File: src/rtl/mbac_defines.svh
// offsets, field positions, reset values and fixed limits of the access control block
`ifndef MBAC_DEFINES_SVH
`define MBAC_DEFINES_SVH

`define MBAC_ADDR_W 12
`define MBAC_OFS_SEG_PTR 12'h000
`define MBAC_OFS_SEG_EN 12'h004
`define MBAC_OFS_SEG_WR 12'h008
`define MBAC_OFS_USR_GRANT 12'h00C
`define MBAC_OFS_VND_GRANT 12'h010
`define MBAC_OFS_INT_STAT 12'h014
`define MBAC_OFS_INT_MASK 12'h018
`define MBAC_OFS_VIOL_ADDR 12'h01C
`define MBAC_OFS_PART_BOUND 12'h020
`define MBAC_OFS_CPU_STAT 12'h024
`define MBAC_OFS_HWU_BASE 12'h040

`define MBAC_NUM_SEG 8
`define MBAC_NUM_HWU 4
`define MBAC_HWU_IDX_MSB 3
`define MBAC_HWU_IDX_LSB 2
`define MBAC_SEG_IDX_MSB 18
`define MBAC_SEG_IDX_LSB 16

`define MBAC_PART_BOUND 32'h0001_0000

`define MBAC_RST_SEG_PTR 32'h0000_0000
`define MBAC_RST_SEG_EN 8'h00
`define MBAC_RST_SEG_WR 8'h00
`define MBAC_RST_GRANT 4'h0
`define MBAC_RST_INT 2'h0
`define MBAC_RST_HWU 32'h0000_0000

`define MBAC_INT_MEM_BIT 0
`define MBAC_INT_SFR_BIT 1

`endif

File: src/rtl/mbac_unused_guard.sv
`timescale 1ns/100ps

File: src/rtl/mbac_pkg.sv
// types shared by the access control block
package mbac_pkg;
    typedef enum logic [1:0] {
        mbac_mode_priv,
        mbac_mode_user,
        mbac_mode_vendor
    } mbac_mode_t;

    typedef enum logic [1:0] {
        mbac_cls_none,
        mbac_cls_cpu,
        mbac_cls_mmu,
        mbac_cls_hwu
    } mbac_cls_t;
endpackage

File: src/rtl/mbac_top.sv
// mode based access control: apb registers, register permission and memory checks
`timescale 1ns/100ps
`include "mbac_defines.svh"
// Overview of operation
// - reset loads fixed default security attributes into all control registers.
// - after reset every memory segment is disabled until privileged software enables.
// - vendor code partition boundary is a hardware constant, never writable.
// - segment table pointer changes only on privileged mode writes.
// - memory management registers are read and written only in privileged mode.
// - hardware unit registers are reachable in privileged mode.
// - unprivileged mode reaches only registers needed to run the cpu by default.
// - unit registers open to unprivileged mode only when explicitly granted.
// - register access attributes fixed except unit grants for user and vendor modes.
// - every register resets to a defined value and defined permission.
module mbac_top (
    input wire logic mclk_i,
    input wire logic rstn_i,
    input wire logic [1:0] cpu_mode_i,
    input wire logic psel_i,
    input wire logic penable_i,
    input wire logic pwrite_i,
    input wire logic [`MBAC_ADDR_W-1:0] paddr_i,
    input wire logic [31:0] pwdata_i,
    output logic [31:0] prdata_o,
    output logic pready_o,
    output logic pslverr_o,
    input wire logic mem_req_i,
    input wire logic [31:0] mem_addr_i,
    input wire logic mem_write_i,
    output logic mem_ack_o,
    output logic mem_grant_o,
    output logic mem_viol_o,
    output logic sfr_viol_o,
    output logic irq_o,
    output logic [31:0] seg_table_ptr_o,
    output logic [`MBAC_NUM_SEG-1:0] seg_enable_o,
    output logic [32*`MBAC_NUM_HWU-1:0] hwu_ctrl_o
);
    logic [31:0] seg_ptr_ff;
    logic [`MBAC_NUM_SEG-1:0] seg_en_ff;
    logic [`MBAC_NUM_SEG-1:0] seg_wr_ff;
    logic [`MBAC_NUM_HWU-1:0] usr_grant_ff;
    logic [`MBAC_NUM_HWU-1:0] vnd_grant_ff;
    logic [1:0] int_stat_ff;
    logic [1:0] int_mask_ff;
    logic [1:0] nxt_int_stat;
    logic [31:0] viol_addr_ff;
    logic [31:0] hwu_ff [`MBAC_NUM_HWU];
    logic [31:0] prdata_ff;
    logic pready_ff;
    logic pslverr_ff;
    logic sfr_viol_ff;
    logic irq_ff;
    logic acc_ok_ff;
    logic mapped;
    logic allowed;
    logic setup;
    logic done;
    logic wr_ok;
    logic rd_ok;
    logic [31:0] rd_val;
    logic mem_ack;
    logic mem_grant;
    logic mem_viol;

    assign setup = psel_i && !penable_i;
    assign done = psel_i && penable_i && pready_ff;
    assign wr_ok = done && pwrite_i && acc_ok_ff;
    assign rd_ok = setup && !pwrite_i && mapped && allowed;

    mbac_sfr_perm u_perm (
        .addr_i(paddr_i),
        .mode_i(cpu_mode_i),
        .usr_grant_i(usr_grant_ff),
        .vnd_grant_i(vnd_grant_ff),
        .mapped_o(mapped),
        .allowed_o(allowed)
    );

    mbac_mem_check u_mem (
        .mclk_i(mclk_i),
        .rstn_i(rstn_i),
        .req_i(mem_req_i),
        .addr_i(mem_addr_i),
        .write_i(mem_write_i),
        .mode_i(cpu_mode_i),
        .seg_en_i(seg_en_ff),
        .seg_wr_i(seg_wr_ff),
        .ack_o(mem_ack),
        .grant_o(mem_grant),
        .viol_o(mem_viol)
    );

    // apb handshake: decision taken in setup, transfer ends in first access cycle
    always_ff @(posedge mclk_i or negedge rstn_i) begin
        if (!rstn_i) begin
            pready_ff <= 1'b0;
            pslverr_ff <= 1'b0;
            acc_ok_ff <= 1'b0;
        end else begin
            pready_ff <= setup;
            pslverr_ff <= setup && !(mapped && allowed);
            acc_ok_ff <= setup && mapped && allowed;
        end
    end

    always_comb begin
        rd_val = 32'h0000_0000;
        unique case (paddr_i)
            `MBAC_OFS_SEG_PTR: rd_val = seg_ptr_ff;
            `MBAC_OFS_SEG_EN: rd_val = {24'h00_0000, seg_en_ff};
            `MBAC_OFS_SEG_WR: rd_val = {24'h00_0000, seg_wr_ff};
            `MBAC_OFS_USR_GRANT: rd_val = {28'h000_0000, usr_grant_ff};
            `MBAC_OFS_VND_GRANT: rd_val = {28'h000_0000, vnd_grant_ff};
            `MBAC_OFS_INT_STAT: rd_val = {30'h0000_0000, int_stat_ff};
            `MBAC_OFS_INT_MASK: rd_val = {30'h0000_0000, int_mask_ff};
            `MBAC_OFS_VIOL_ADDR: rd_val = viol_addr_ff;
            `MBAC_OFS_PART_BOUND: rd_val = `MBAC_PART_BOUND;
            `MBAC_OFS_CPU_STAT: rd_val = {30'h0000_0000, cpu_mode_i};
            default: begin
                if (mapped) begin
                    rd_val = hwu_ff[paddr_i[`MBAC_HWU_IDX_MSB:`MBAC_HWU_IDX_LSB]];
                end
            end
        endcase
    end

    always_ff @(posedge mclk_i or negedge rstn_i) begin
        if (!rstn_i) begin
            prdata_ff <= 32'h0000_0000;
        end else if (rd_ok) begin
            prdata_ff <= rd_val;
        end else if (setup) begin
            prdata_ff <= 32'h0000_0000;
        end
    end

    always_ff @(posedge mclk_i or negedge rstn_i) begin
        if (!rstn_i) begin
            seg_ptr_ff <= `MBAC_RST_SEG_PTR;
            seg_en_ff <= `MBAC_RST_SEG_EN;
            seg_wr_ff <= `MBAC_RST_SEG_WR;
        end else if (wr_ok) begin
            if (paddr_i == `MBAC_OFS_SEG_PTR) begin
                seg_ptr_ff <= pwdata_i;
            end
            if (paddr_i == `MBAC_OFS_SEG_EN) begin
                seg_en_ff <= pwdata_i[`MBAC_NUM_SEG-1:0];
            end
            if (paddr_i == `MBAC_OFS_SEG_WR) begin
                seg_wr_ff <= pwdata_i[`MBAC_NUM_SEG-1:0];
            end
        end
    end

    // only the unit grants are configurable
    always_ff @(posedge mclk_i or negedge rstn_i) begin
        if (!rstn_i) begin
            usr_grant_ff <= `MBAC_RST_GRANT;
            vnd_grant_ff <= `MBAC_RST_GRANT;
        end else if (wr_ok) begin
            if (paddr_i == `MBAC_OFS_USR_GRANT) begin
                usr_grant_ff <= pwdata_i[`MBAC_NUM_HWU-1:0];
            end
            if (paddr_i == `MBAC_OFS_VND_GRANT) begin
                vnd_grant_ff <= pwdata_i[`MBAC_NUM_HWU-1:0];
            end
        end
    end

    // hardware unit control words
    genvar gi;
    generate
        for (gi = 0; gi < `MBAC_NUM_HWU; gi++) begin : g_hwu
            localparam logic [`MBAC_ADDR_W-1:0] OFS = `MBAC_OFS_HWU_BASE + 12'(4 * gi);
            always_ff @(posedge mclk_i or negedge rstn_i) begin
                if (!rstn_i) begin
                    hwu_ff[gi] <= `MBAC_RST_HWU;
                end else if (wr_ok && paddr_i == OFS) begin
                    hwu_ff[gi] <= pwdata_i;
                end
            end
            assign hwu_ctrl_o[32*gi+31:32*gi] = hwu_ff[gi];
        end
    endgenerate

    // sticky violation status, set wins over write-one clear
    always_comb begin
        nxt_int_stat = int_stat_ff;
        if (wr_ok && paddr_i == `MBAC_OFS_INT_STAT) begin
            nxt_int_stat = int_stat_ff & ~pwdata_i[1:0];
        end
        if (mem_viol) begin
            nxt_int_stat[`MBAC_INT_MEM_BIT] = 1'b1;
        end
        if (done && !acc_ok_ff) begin
            nxt_int_stat[`MBAC_INT_SFR_BIT] = 1'b1;
        end
    end

    always_ff @(posedge mclk_i or negedge rstn_i) begin
        if (!rstn_i) begin
            int_stat_ff <= `MBAC_RST_INT;
            int_mask_ff <= `MBAC_RST_INT;
            irq_ff <= 1'b0;
        end else begin
            int_stat_ff <= nxt_int_stat;
            if (wr_ok && paddr_i == `MBAC_OFS_INT_MASK) begin
                int_mask_ff <= pwdata_i[1:0];
            end
            irq_ff <= |(int_stat_ff & int_mask_ff);
        end
    end

    always_ff @(posedge mclk_i or negedge rstn_i) begin
        if (!rstn_i) begin
            sfr_viol_ff <= 1'b0;
            viol_addr_ff <= 32'h0000_0000;
        end else begin
            sfr_viol_ff <= done && !acc_ok_ff;
            if (done && !acc_ok_ff) begin
                viol_addr_ff <= {20'h0_0000, paddr_i};
            end else if (setup && mem_req_i) begin
                viol_addr_ff <= viol_addr_ff;
            end
        end
    end

    assign prdata_o = prdata_ff;
    assign pready_o = pready_ff;
    assign pslverr_o = pslverr_ff;
    assign mem_ack_o = mem_ack;
    assign mem_grant_o = mem_grant;
    assign mem_viol_o = mem_viol;
    assign sfr_viol_o = sfr_viol_ff;
    assign irq_o = irq_ff;
    assign seg_table_ptr_o = seg_ptr_ff;
    assign seg_enable_o = seg_en_ff;
endmodule // mbac_top

File: src/rtl/mbac_sfr_perm.sv
// register class decode and mode based register permission
`timescale 1ns/100ps
`include "mbac_defines.svh"
module mbac_sfr_perm (
    input wire logic [`MBAC_ADDR_W-1:0] addr_i,
    input wire logic [1:0] mode_i,
    input wire logic [`MBAC_NUM_HWU-1:0] usr_grant_i,
    input wire logic [`MBAC_NUM_HWU-1:0] vnd_grant_i,
    output logic mapped_o,
    output logic allowed_o
);
    function automatic mbac_pkg::mbac_cls_t cls_of(input logic [`MBAC_ADDR_W-1:0] a);
        mbac_pkg::mbac_cls_t c;
        c = mbac_pkg::mbac_cls_none;
        if (a == `MBAC_OFS_CPU_STAT) begin
            c = mbac_pkg::mbac_cls_cpu;
        end else if (a == `MBAC_OFS_SEG_PTR || a == `MBAC_OFS_SEG_EN || a == `MBAC_OFS_SEG_WR ||
                     a == `MBAC_OFS_USR_GRANT || a == `MBAC_OFS_VND_GRANT ||
                     a == `MBAC_OFS_INT_STAT || a == `MBAC_OFS_INT_MASK ||
                     a == `MBAC_OFS_VIOL_ADDR || a == `MBAC_OFS_PART_BOUND) begin
            c = mbac_pkg::mbac_cls_mmu;
        end else if (a[`MBAC_ADDR_W-1:`MBAC_HWU_IDX_MSB+1] ==
                     `MBAC_OFS_HWU_BASE >> (`MBAC_HWU_IDX_MSB+1) && a[1:0] == 2'h0) begin
            c = mbac_pkg::mbac_cls_hwu;
        end
        return c;
    endfunction

    mbac_pkg::mbac_cls_t cls;
    mbac_pkg::mbac_mode_t mode;
    logic [1:0] unit;

    assign cls = cls_of(addr_i);
    assign mode = mbac_pkg::mbac_mode_t'(mode_i);
    assign unit = addr_i[`MBAC_HWU_IDX_MSB:`MBAC_HWU_IDX_LSB];
    assign mapped_o = (cls != mbac_pkg::mbac_cls_none);

    always_comb begin
        allowed_o = 1'b0;
        unique case (mode)
            mbac_pkg::mbac_mode_priv: allowed_o = mapped_o;
            mbac_pkg::mbac_mode_user: begin
                allowed_o = (cls == mbac_pkg::mbac_cls_cpu) ||
                            (cls == mbac_pkg::mbac_cls_hwu && usr_grant_i[unit]);
            end
            mbac_pkg::mbac_mode_vendor: begin
                allowed_o = (cls == mbac_pkg::mbac_cls_cpu) ||
                            (cls == mbac_pkg::mbac_cls_hwu && vnd_grant_i[unit]);
            end
            default: allowed_o = 1'b0;
        endcase
    end
endmodule // mbac_sfr_perm

File: src/rtl/mbac_mem_check.sv
// partition and segmentation check on core memory requests
`timescale 1ns/100ps
`include "mbac_defines.svh"
module mbac_mem_check (
    input wire logic mclk_i,
    input wire logic rstn_i,
    input wire logic req_i,
    input wire logic [31:0] addr_i,
    input wire logic write_i,
    input wire logic [1:0] mode_i,
    input wire logic [`MBAC_NUM_SEG-1:0] seg_en_i,
    input wire logic [`MBAC_NUM_SEG-1:0] seg_wr_i,
    output logic ack_o,
    output logic grant_o,
    output logic viol_o
);
    mbac_pkg::mbac_mode_t mode;
    logic [2:0] seg;
    logic vendor_area;
    logic ok;
    logic ack_ff;
    logic grant_ff;
    logic viol_ff;

    assign mode = mbac_pkg::mbac_mode_t'(mode_i);
    assign seg = addr_i[`MBAC_SEG_IDX_MSB:`MBAC_SEG_IDX_LSB];
    assign vendor_area = (addr_i < `MBAC_PART_BOUND);

    always_comb begin
        ok = 1'b0;
        if (vendor_area) begin
            ok = (mode == mbac_pkg::mbac_mode_vendor);
        end else begin
            unique case (mode)
                mbac_pkg::mbac_mode_priv: ok = 1'b1;
                mbac_pkg::mbac_mode_user,
                mbac_pkg::mbac_mode_vendor: ok = seg_en_i[seg] && (!write_i || seg_wr_i[seg]);
                default: ok = 1'b0;
            endcase
        end
    end

    always_ff @(posedge mclk_i or negedge rstn_i) begin
        if (!rstn_i) begin
            ack_ff <= 1'b0;
            grant_ff <= 1'b0;
            viol_ff <= 1'b0;
        end else begin
            ack_ff <= req_i;
            grant_ff <= req_i && ok;
            viol_ff <= req_i && !ok;
        end
    end

    assign ack_o = ack_ff;
    assign grant_o = grant_ff;
    assign viol_o = viol_ff;
endmodule // mbac_mem_check

File: config.mk
export PLATFORM = sky130hd
export DESIGN_NAME = mbac_top
export DESIGN_NICKNAME = d
export VERILOG_FILES = /design/src/rtl/mbac_unused_guard.sv /design/src/rtl/mbac_pkg.sv /design/src/rtl/mbac_top.sv /design/src/rtl/mbac_sfr_perm.sv /design/src/rtl/mbac_mem_check.sv
export VERILOG_INCLUDE_DIRS = /design/src /design/src/rtl
export SDC_FILE = /design/constraint.sdc
export NUM_CORES = 1
export LEC_CHECK = 0
export ABC_CLOCK_PERIOD_IN_PS = 2800
export BUFFER_PORTS_ARGS = -buffer_cell sky130_fd_sc_hd__buf_2
export CORE_MARGIN = 4
export CORE_UTILIZATION = 50
export DETAILED_ROUTE_END_ITERATION = 8
export PLACE_DENSITY = 0.75
export SLEW_MARGIN = 15
export SYNTH_ARGS = -nofsm -noshare
export SYNTH_HDL_FRONTEND = slang
export SYNTH_SLANG_ARGS = --single-unit
File: constraint.sdc
create_clock -name mclk_i -period 2.8 [get_ports mclk_i]
set_clock_uncertainty 0.1 [all_clocks]
set_input_delay 0.42 -clock mclk_i [delete_from_list [all_inputs] [get_ports mclk_i]]
set_output_delay 0.42 -clock mclk_i [all_outputs]
set_load 0.05 [all_outputs]
==> results of run 1 <==
-- worst max-delay path: cells and delay by family --
kind,cells,cell delay (ns)
simple gates,4,1.34
buf+inv,2,0.31
compound gates,2,0.48
-- path summary, 6_finish.rpt --
path | endpoint | from | cells after the start
max | prdata_o[8]$_DFFE_PN0P_ | paddr_i[9] | 8
min | viol_addr_ff[9]$_DFFE_PN0P_ | paddr_i[9] | 3
max reg2reg | prdata_o[8]$_DFFE_PN0P_ | vnd_grant_ff[1]$_DFFE_PN0P_ | 7
min reg2reg | int_stat_ff[0]$_DFFE_PN0P_ | u_mem.viol_o$_DFF_PN0_ | 1
max in group asynchronous | hwu_ctrl_o[85]$_DFFE_PN0P_ | rstn_i | 3
min in group asynchronous | hwu_ctrl_o[56]$_DFFE_PN0P_ | rstn_i | 2
-- metal layers --
| metal | GRT usage [%] | vias up |
|---|---|---|
| met5 | 0 | - |
| met4 | 8.70 | 0 |
| met3 | 4.98 | 68 |
| met2 | 43.0 | 304 |
| met1 | 34.3 | 4007 |
| li1 | - | 3496 |
-- Yosys cell counts (11+ instances only) --
library cell,number,area share (%)
mux4_2,41,8.6
dfrtp_1,240,56
mux2_1,15,1.6
a21oi_1,13,0.60
nand2_1,84,2.9
mux2_2,172,18
o21ai_1,21,0.97
buf_2,11,0.51
nor2_1,15,0.52
buf_1,14,0.49
a22oi_1,23,1.6
clkbuf_1,24,0.84
-- report_power, final --
part	switching, mW	internal (mW)
combinational	0.260	0.120
sequential	0.0203	3.51
clock	1.39	2.16
total	1.67	5.79
-- kinds of logic (layout without fill, tap and decap cells) --
family | after synthesis | count (layout) | synth area share [%]
buffers and inverters | 58 | 369 | 2.22
AOI/OAI and AO/OA | 100 | 100 | 6.65
DFF | 240 | 240 | 55.7
adders and majority gates | 3 | 3 | 0.348
and+or+nand+nor | 147 | 147 | 6.42
other | 0 | 2 | 0
muxes | 234 | 234 | 28.7
-- state kept, by name (all words and copies together) (netlist names), 2 cells and up --
signal	count
seg_wr_ff	8
int_stat_ff	2
vnd_grant_ff	4
viol_addr_ff	12
seg_enable_o	8
hwu_ctrl_o	128
usr_grant_ff	4
prdata_o	32
int_mask_ff	2
seg_table_ptr_o	32
-- per-stage QoR --
stage	area (sq um)	total power, mW	hold slack, ns
2_1_floorplan	10800	3.74	0.0244
3_3_place_gp	12700	3.97	0.335
3_5_place_dp	12700	3.97	0.335
4_1_cts	13600	7.52	0.0154
5_1_grt	13600	7.73	0.0409
6_report	13600	7.46	0.0282
-- timing repair --
| item | 4_1_cts | 5_1_grt |
|---|---|---|
| gates resized for setup | 0 | 0 |
| endpoints found under the hold margin | 69 | 0 |
| setup endpoints to repair | 0 | 0 |
| hold buffers | 2 | 0 |
-- cell type report --
cell class / instances / area, sq um
Sequential cell: 240 / 6010
Multi-Input combinational cell: 484 / 4550
Timing Repair Buffer: 316 / 1800
Antenna cell: 2 / 5.00
Clock inverter: 14 / 176
Inverter: 7 / 26.3
Clock buffer: 32 / 712
Tap cell: 275 / 344
Fill cell: 1654 / 7470
==> summary.txt, run 1 <==
Worst setup path
  – Slowest-stage cell, CP: or4_1
  – CP max FO: 10
  – CP startpoint kind: primary input
  – Slowest stage delay, CP: 0.64 ns
  – Crit path kind: in -> reg
  – Worst EP required: approximately 3.1 ns
  – Crit-path cells: buf_2 -> or4_1 -> nor4_4 -> nand4_1 -> a21o_1 -> or3_1 -> buf_4 -> o31ai_2
  – Crit path capture type: flop
  – CP arrival: 2.57 ns
  – FF-to-FF setup slack: between 0.6 and 0.7 ns

Timing
  – Slew of the pin with the lowest slew margin: 0.588 ns
  – Max_slew headroom: around three fifths
  – Post-layout min period: approximately 2.2 ns
  – Final setup TNS: 0 ns
  – Fin crit share: 79.8%
  – Final setup viols: 0
  – Hold Vio Cnt, Final: 0
  – Max-slew violation count: 0
  – RSZ-0062 raised after global routing: no
  – Fmax: between 400 and 500 MHz
  – Setup ws final: roughly 0.56 ns

Yosys
  – Syn_nets: 870
  – Post-synth EDFFs: 0
  – Post-Syn Area: around 11000 sq um
  – Syn_area_per_cell: about 14 sq um
  – Ys async rst share: 100%
  – Synth warnings: 0
  – Library cells used by synthesis: 54
  – Yosys reg bits: 240
  – Post-synthesis instance total: 782
  – Main synth FF type: dfrtp_1
  – Sequential share of the synthesized area: between 50% and 60%

Detailed routing
  – Drt initial violations: 427
  – DRC: 0
  – Vias: slightly below 8000
  – First drt pass iteration count: 5
  – Routed met3 length: about 2 mm
  – Vias per cell: around 5.7
  – Met1 WL: ~13 mm
  – Final WL: 30.9 mm
  – Wire per inst: 22.6 um
  – Top sig layer: met4
  – Antenna-violating nets left: 0
  – WL met2: ~15 mm

Placed design
  – Placed insts: 1320
  – Place WS: about 0.077 ns
  – Detailed Place HPWL: 21.5 mm
  – Final GP Congestion: around 0.94
  – Port-buffer cells: 275

Global route
  – Initial antenna violation count: 2
  – Number of global-route vias before repair: 8365
  – Largest net degree at the start of global routing: 73
  – First-pass GRT wire length: about 49 mm
  – Overflow after GRT: 0
  – Global Route Usage Sum: approximately 26%

Clock network
  – Post-CTS Setup Inserts: 0
  – H-tree depth: 1
  – Clk slew on worst S/H paths: approximately 0.060 ns
  – Root Buffer: clkbuf_16
  – Number of clock sinks: 240
  – Clk Latency, worst-skew pair: approximately 0.52 ns
  – Clock buffer count from CTS: 25
  – TritonCTS clock tree: built
  – Longest Clk Path Bufs: 3

Final layout
  – Layout Nets: about 1200
  – Util after Layout: 64.6%
  – Commonest non-fill, non-tap cell in the layout: buf_2
  – Layout cells sized above 1: between 50% and 60%
  – Area grow syn2layout: 26.3%
  – Most frequent cells in the layout: buf_2 (274), dfrtp_1 (240), mux2_2 (172), nand2_1 (80), mux4_2 (41)
  – Non-filler instance count after layout: 1370

Die
  – Core area: 21100 sq um
  – I/O pins: 292
  – Initial Utilization: roughly half
  – Die area: around 24000 sq um
  – Die width: between 150 and 200 um
  – Row cnt: 53
  – Die Ht: about 150 um

Hold path
  – Hold WC Path Type: in -> reg

Status
  – Outcome: completed

Power
  – P_leak: between 7 and 8 nW
  – Worst vdd ir: between 400 and 500 uV
  – Pwr/cell area: ~550 nW/um^2

Job
  – Max Cap Violations: 0
No activity file was read; power rests on OpenSTA's default activity.
==> run 2, diff against run 1 <==
- ABC_CLOCK_PERIOD_IN_PS: 2800 -> 2300
- clock period: 2.8 -> 2.3 ns (I/O delays scaled with it)
==> run 2 against run 1 <==
Hold slack got worse by 0.0086 ns; design area rose by 3.8%; combinational power rose by 35%; register-to-register slack got worse by 0.45 ns; power rose by 24%; die area did not move; clock power rose by 26%; global-route usage rose by 0.24 points; critical path depth fell by 1; non-clock buffer count rose by 39; critical endpoint is now prdata_o[7]$_DFFE_PN0P_; largest cell class unchanged.
==> summary.txt, run 2 (synthesized netlist as in run 1, its figures left out) <==
Detailed routing
  – Antenna-violating nets left: 0
  – Drt initial violations: 513
  – Wire per inst: about 22 um
  – DRC: 0
  – Final WL: 31.3 mm
  – First drt pass iteration count: 5
  – Vias per cell: between 5 and 6
  – Vias: roughly 8000

Hold path
  – Worst hold path depth: 2
  – Hold WC Path Type: in -> reg

Clock network
  – Number of clock sinks: 240
  – Root Buffer: clkbuf_16
  – H-tree depth: 1
  – TritonCTS clock tree: built
  – Clk Latency, worst-skew pair: around 0.52 ns
  – Longest Clk Path Bufs: 3
  – Clock buffer count from CTS: 26
  – Clk slew on worst S/H paths: around 0.060 ns
  – Post-CTS Setup Inserts: 0

Worst setup path
  – R2R depth: 7
  – CP startpoint kind: flop
  – CP delay by family, top: compound AO/OA/AOI/OAI gates
  – Critical path depth: 7
  – CP arrival: about 2.4 ns
  – CP max FO: 10
  – Slowest stage delay, CP: 0.39 ns
  – Crit-path cells: mux4_2 -> a2bb2oi_1 -> nand4_1 -> a21o_1 -> or3_1 -> buf_4 -> o31ai_2
  – Worst EP required: between 2 and 3 ns
  – Crit path capture type: flop
  – CP Buf/Inv Count: 1
  – Slowest-stage cell, CP: dfrtp_1
  – Crit path kind: reg -> reg

Global route
  – Initial antenna violation count: 0
  – Number of global-route vias before repair: approximately 8600
  – First-pass GRT wire length: 49.2 mm
  – Met1 Track Usage GR: 35.2%
  – Largest net degree at the start of global routing: 85
  – Global Route Usage Sum: approximately a quarter
  – Met3 Use GR: 4.84%
  – Met2 Use GR: 42.1%
  – Top Usage Layer GRT: met2
  – Overflow after GRT: 0

Placed design
  – Final GP Congestion: between 0.9 and 1
  – Detailed Place HPWL: between 20 and 25 mm
  – Port-buffer cells: 275

Timing
  – Max-slew violation count: 0
  – Fin crit share: 91.4%
  – RSZ-0062 raised after global routing: no
  – Max_slew headroom: 57.1%
  – Final setup viols: 0
  – Final setup TNS: 0 ns
  – Slew of the pin with the lowest slew margin: about 0.63 ns
  – Post-layout min period: between 2 and 2.5 ns
  – Fmax: 476 MHz
  – Hold Vio Cnt, Final: 0

Die
  – Row cnt: 53
  – Die area: ~24000 sq um
  – Initial Utilization: between 50% and 60%
  – Core area: roughly 21000 sq um
  – Die Ht: roughly 150 um
  – Die width: approximately 150 um
  – I/O pins: 292

Final layout
  – Area grow syn2layout: 31.1%
  – Max reg flops: around 130
  – Most frequent cells in the layout: buf_2 (274), dfrtp_1 (240), mux2_2 (147), nand2_1 (80), buf_4 (60)
  – Commonest non-fill, non-tap cell in the layout: buf_2
  – Layout Nets: roughly 1200
  – Layout cells sized above 1: between 50% and 60%
  – Fill count: approximately 1600
  – Antenna cells: 0

Status
  – Outcome: completed

Power
  – Pwr/cell area: about 660 nW/um^2
  – P_leak: between 7 and 8 nW
  – Tot Pwr: a little over 9 mW
  – Worst vdd ir: approximately 650 uV

Job
  – Max Cap Violations: 0
## run 2: repair_timing
item	CTS	global route
gates resized for setup	0	0
hold buffers	9	0
endpoints found under the hold margin	61	0
## run 2: final timing paths
path	slack, ns	startpoint	endpoint
worst max-delay path	0.20	vnd_grant_ff[3]$_DFFE_PN0P_	prdata_o[7]$_DFFE_PN0P_
worst min-delay path	0.02	pwdata_i[25]	hwu_ctrl_o[89]$_DFFE_PN0P_
worst max register to register	0.20	vnd_grant_ff[3]$_DFFE_PN0P_	prdata_o[7]$_DFFE_PN0P_
worst min register to register	0.36	u_mem.viol_o$_DFF_PN0_	int_stat_ff[0]$_DFFE_PN0P_
max in group asynchronous	1.11	rstn_i	hwu_ctrl_o[123]$_DFFE_PN0P_
min in group asynchronous	0.20	rstn_i	hwu_ctrl_o[6]$_DFFE_PN0P_
## run 2: cell type report
cell class | count | area [sq um] | share of cell area, %
clock buffer | 41 | 828 | 5.86
inverter | 7 | 26.3 | 0.186
multi-input combinational | 484 | 4680 | 33.1
clock inverter | 7 | 110 | 0.779
tap | 275 | 344 | 2.43
sequential | 240 | 6010 | 42.5
timing repair buffer | 355 | 2150 | 15.2
## run 2: worst register-to-register path, cell delays in order (launching register included)
cell	delay (ns)
dfrtp_1	0.39
mux4_2	0.24
a2bb2oi_1	0.20
nand4_1	0.12
a21o_1	0.21
or3_1	0.32
buf_4	0.20
o31ai_2	0.23
## run 2: routing by layer
layer / share of wire, % / wire [um] / up-vias
li1: - / - / 3583
met1: 42 / 13000 / 4048
met2: 48 / 14900 / 313
met3: 6.3 / 1990 / 79
met4: 4.5 / 1400 / 0
met5: 0 / 0 / -
## run 2: stage by stage
| step | setup slack [ns] | cell area (sq um) | util [%] | instances | hold WS [ns] |
|---|---|---|---|---|---|
| floorplan | -0.0310 | 11000 | - | 782 | -0.0506 |
| global placement | -0.217 | 13100 | 62.2 | 1352 | 0.161 |
| detailed placement | -0.305 | 13100 | 62.2 | 1352 | 0.167 |
| CTS | 0.184 | 14100 | 67.0 | 1409 | 0.00199 |
| global route | 0.0401 | 14100 | 67.0 | 1409 | 0.0111 |
| finish | 0.199 | 14100 | 67.0 | 1409 | 0.0196 |
## run 2: where the power goes
group | total [mW] | internal, mW | switching (mW)
logic | 0.514 | 0.181 | 0.333
clock network | 4.46 | 2.79 | 1.66
registers | 4.30 | 4.27 | 0.0255
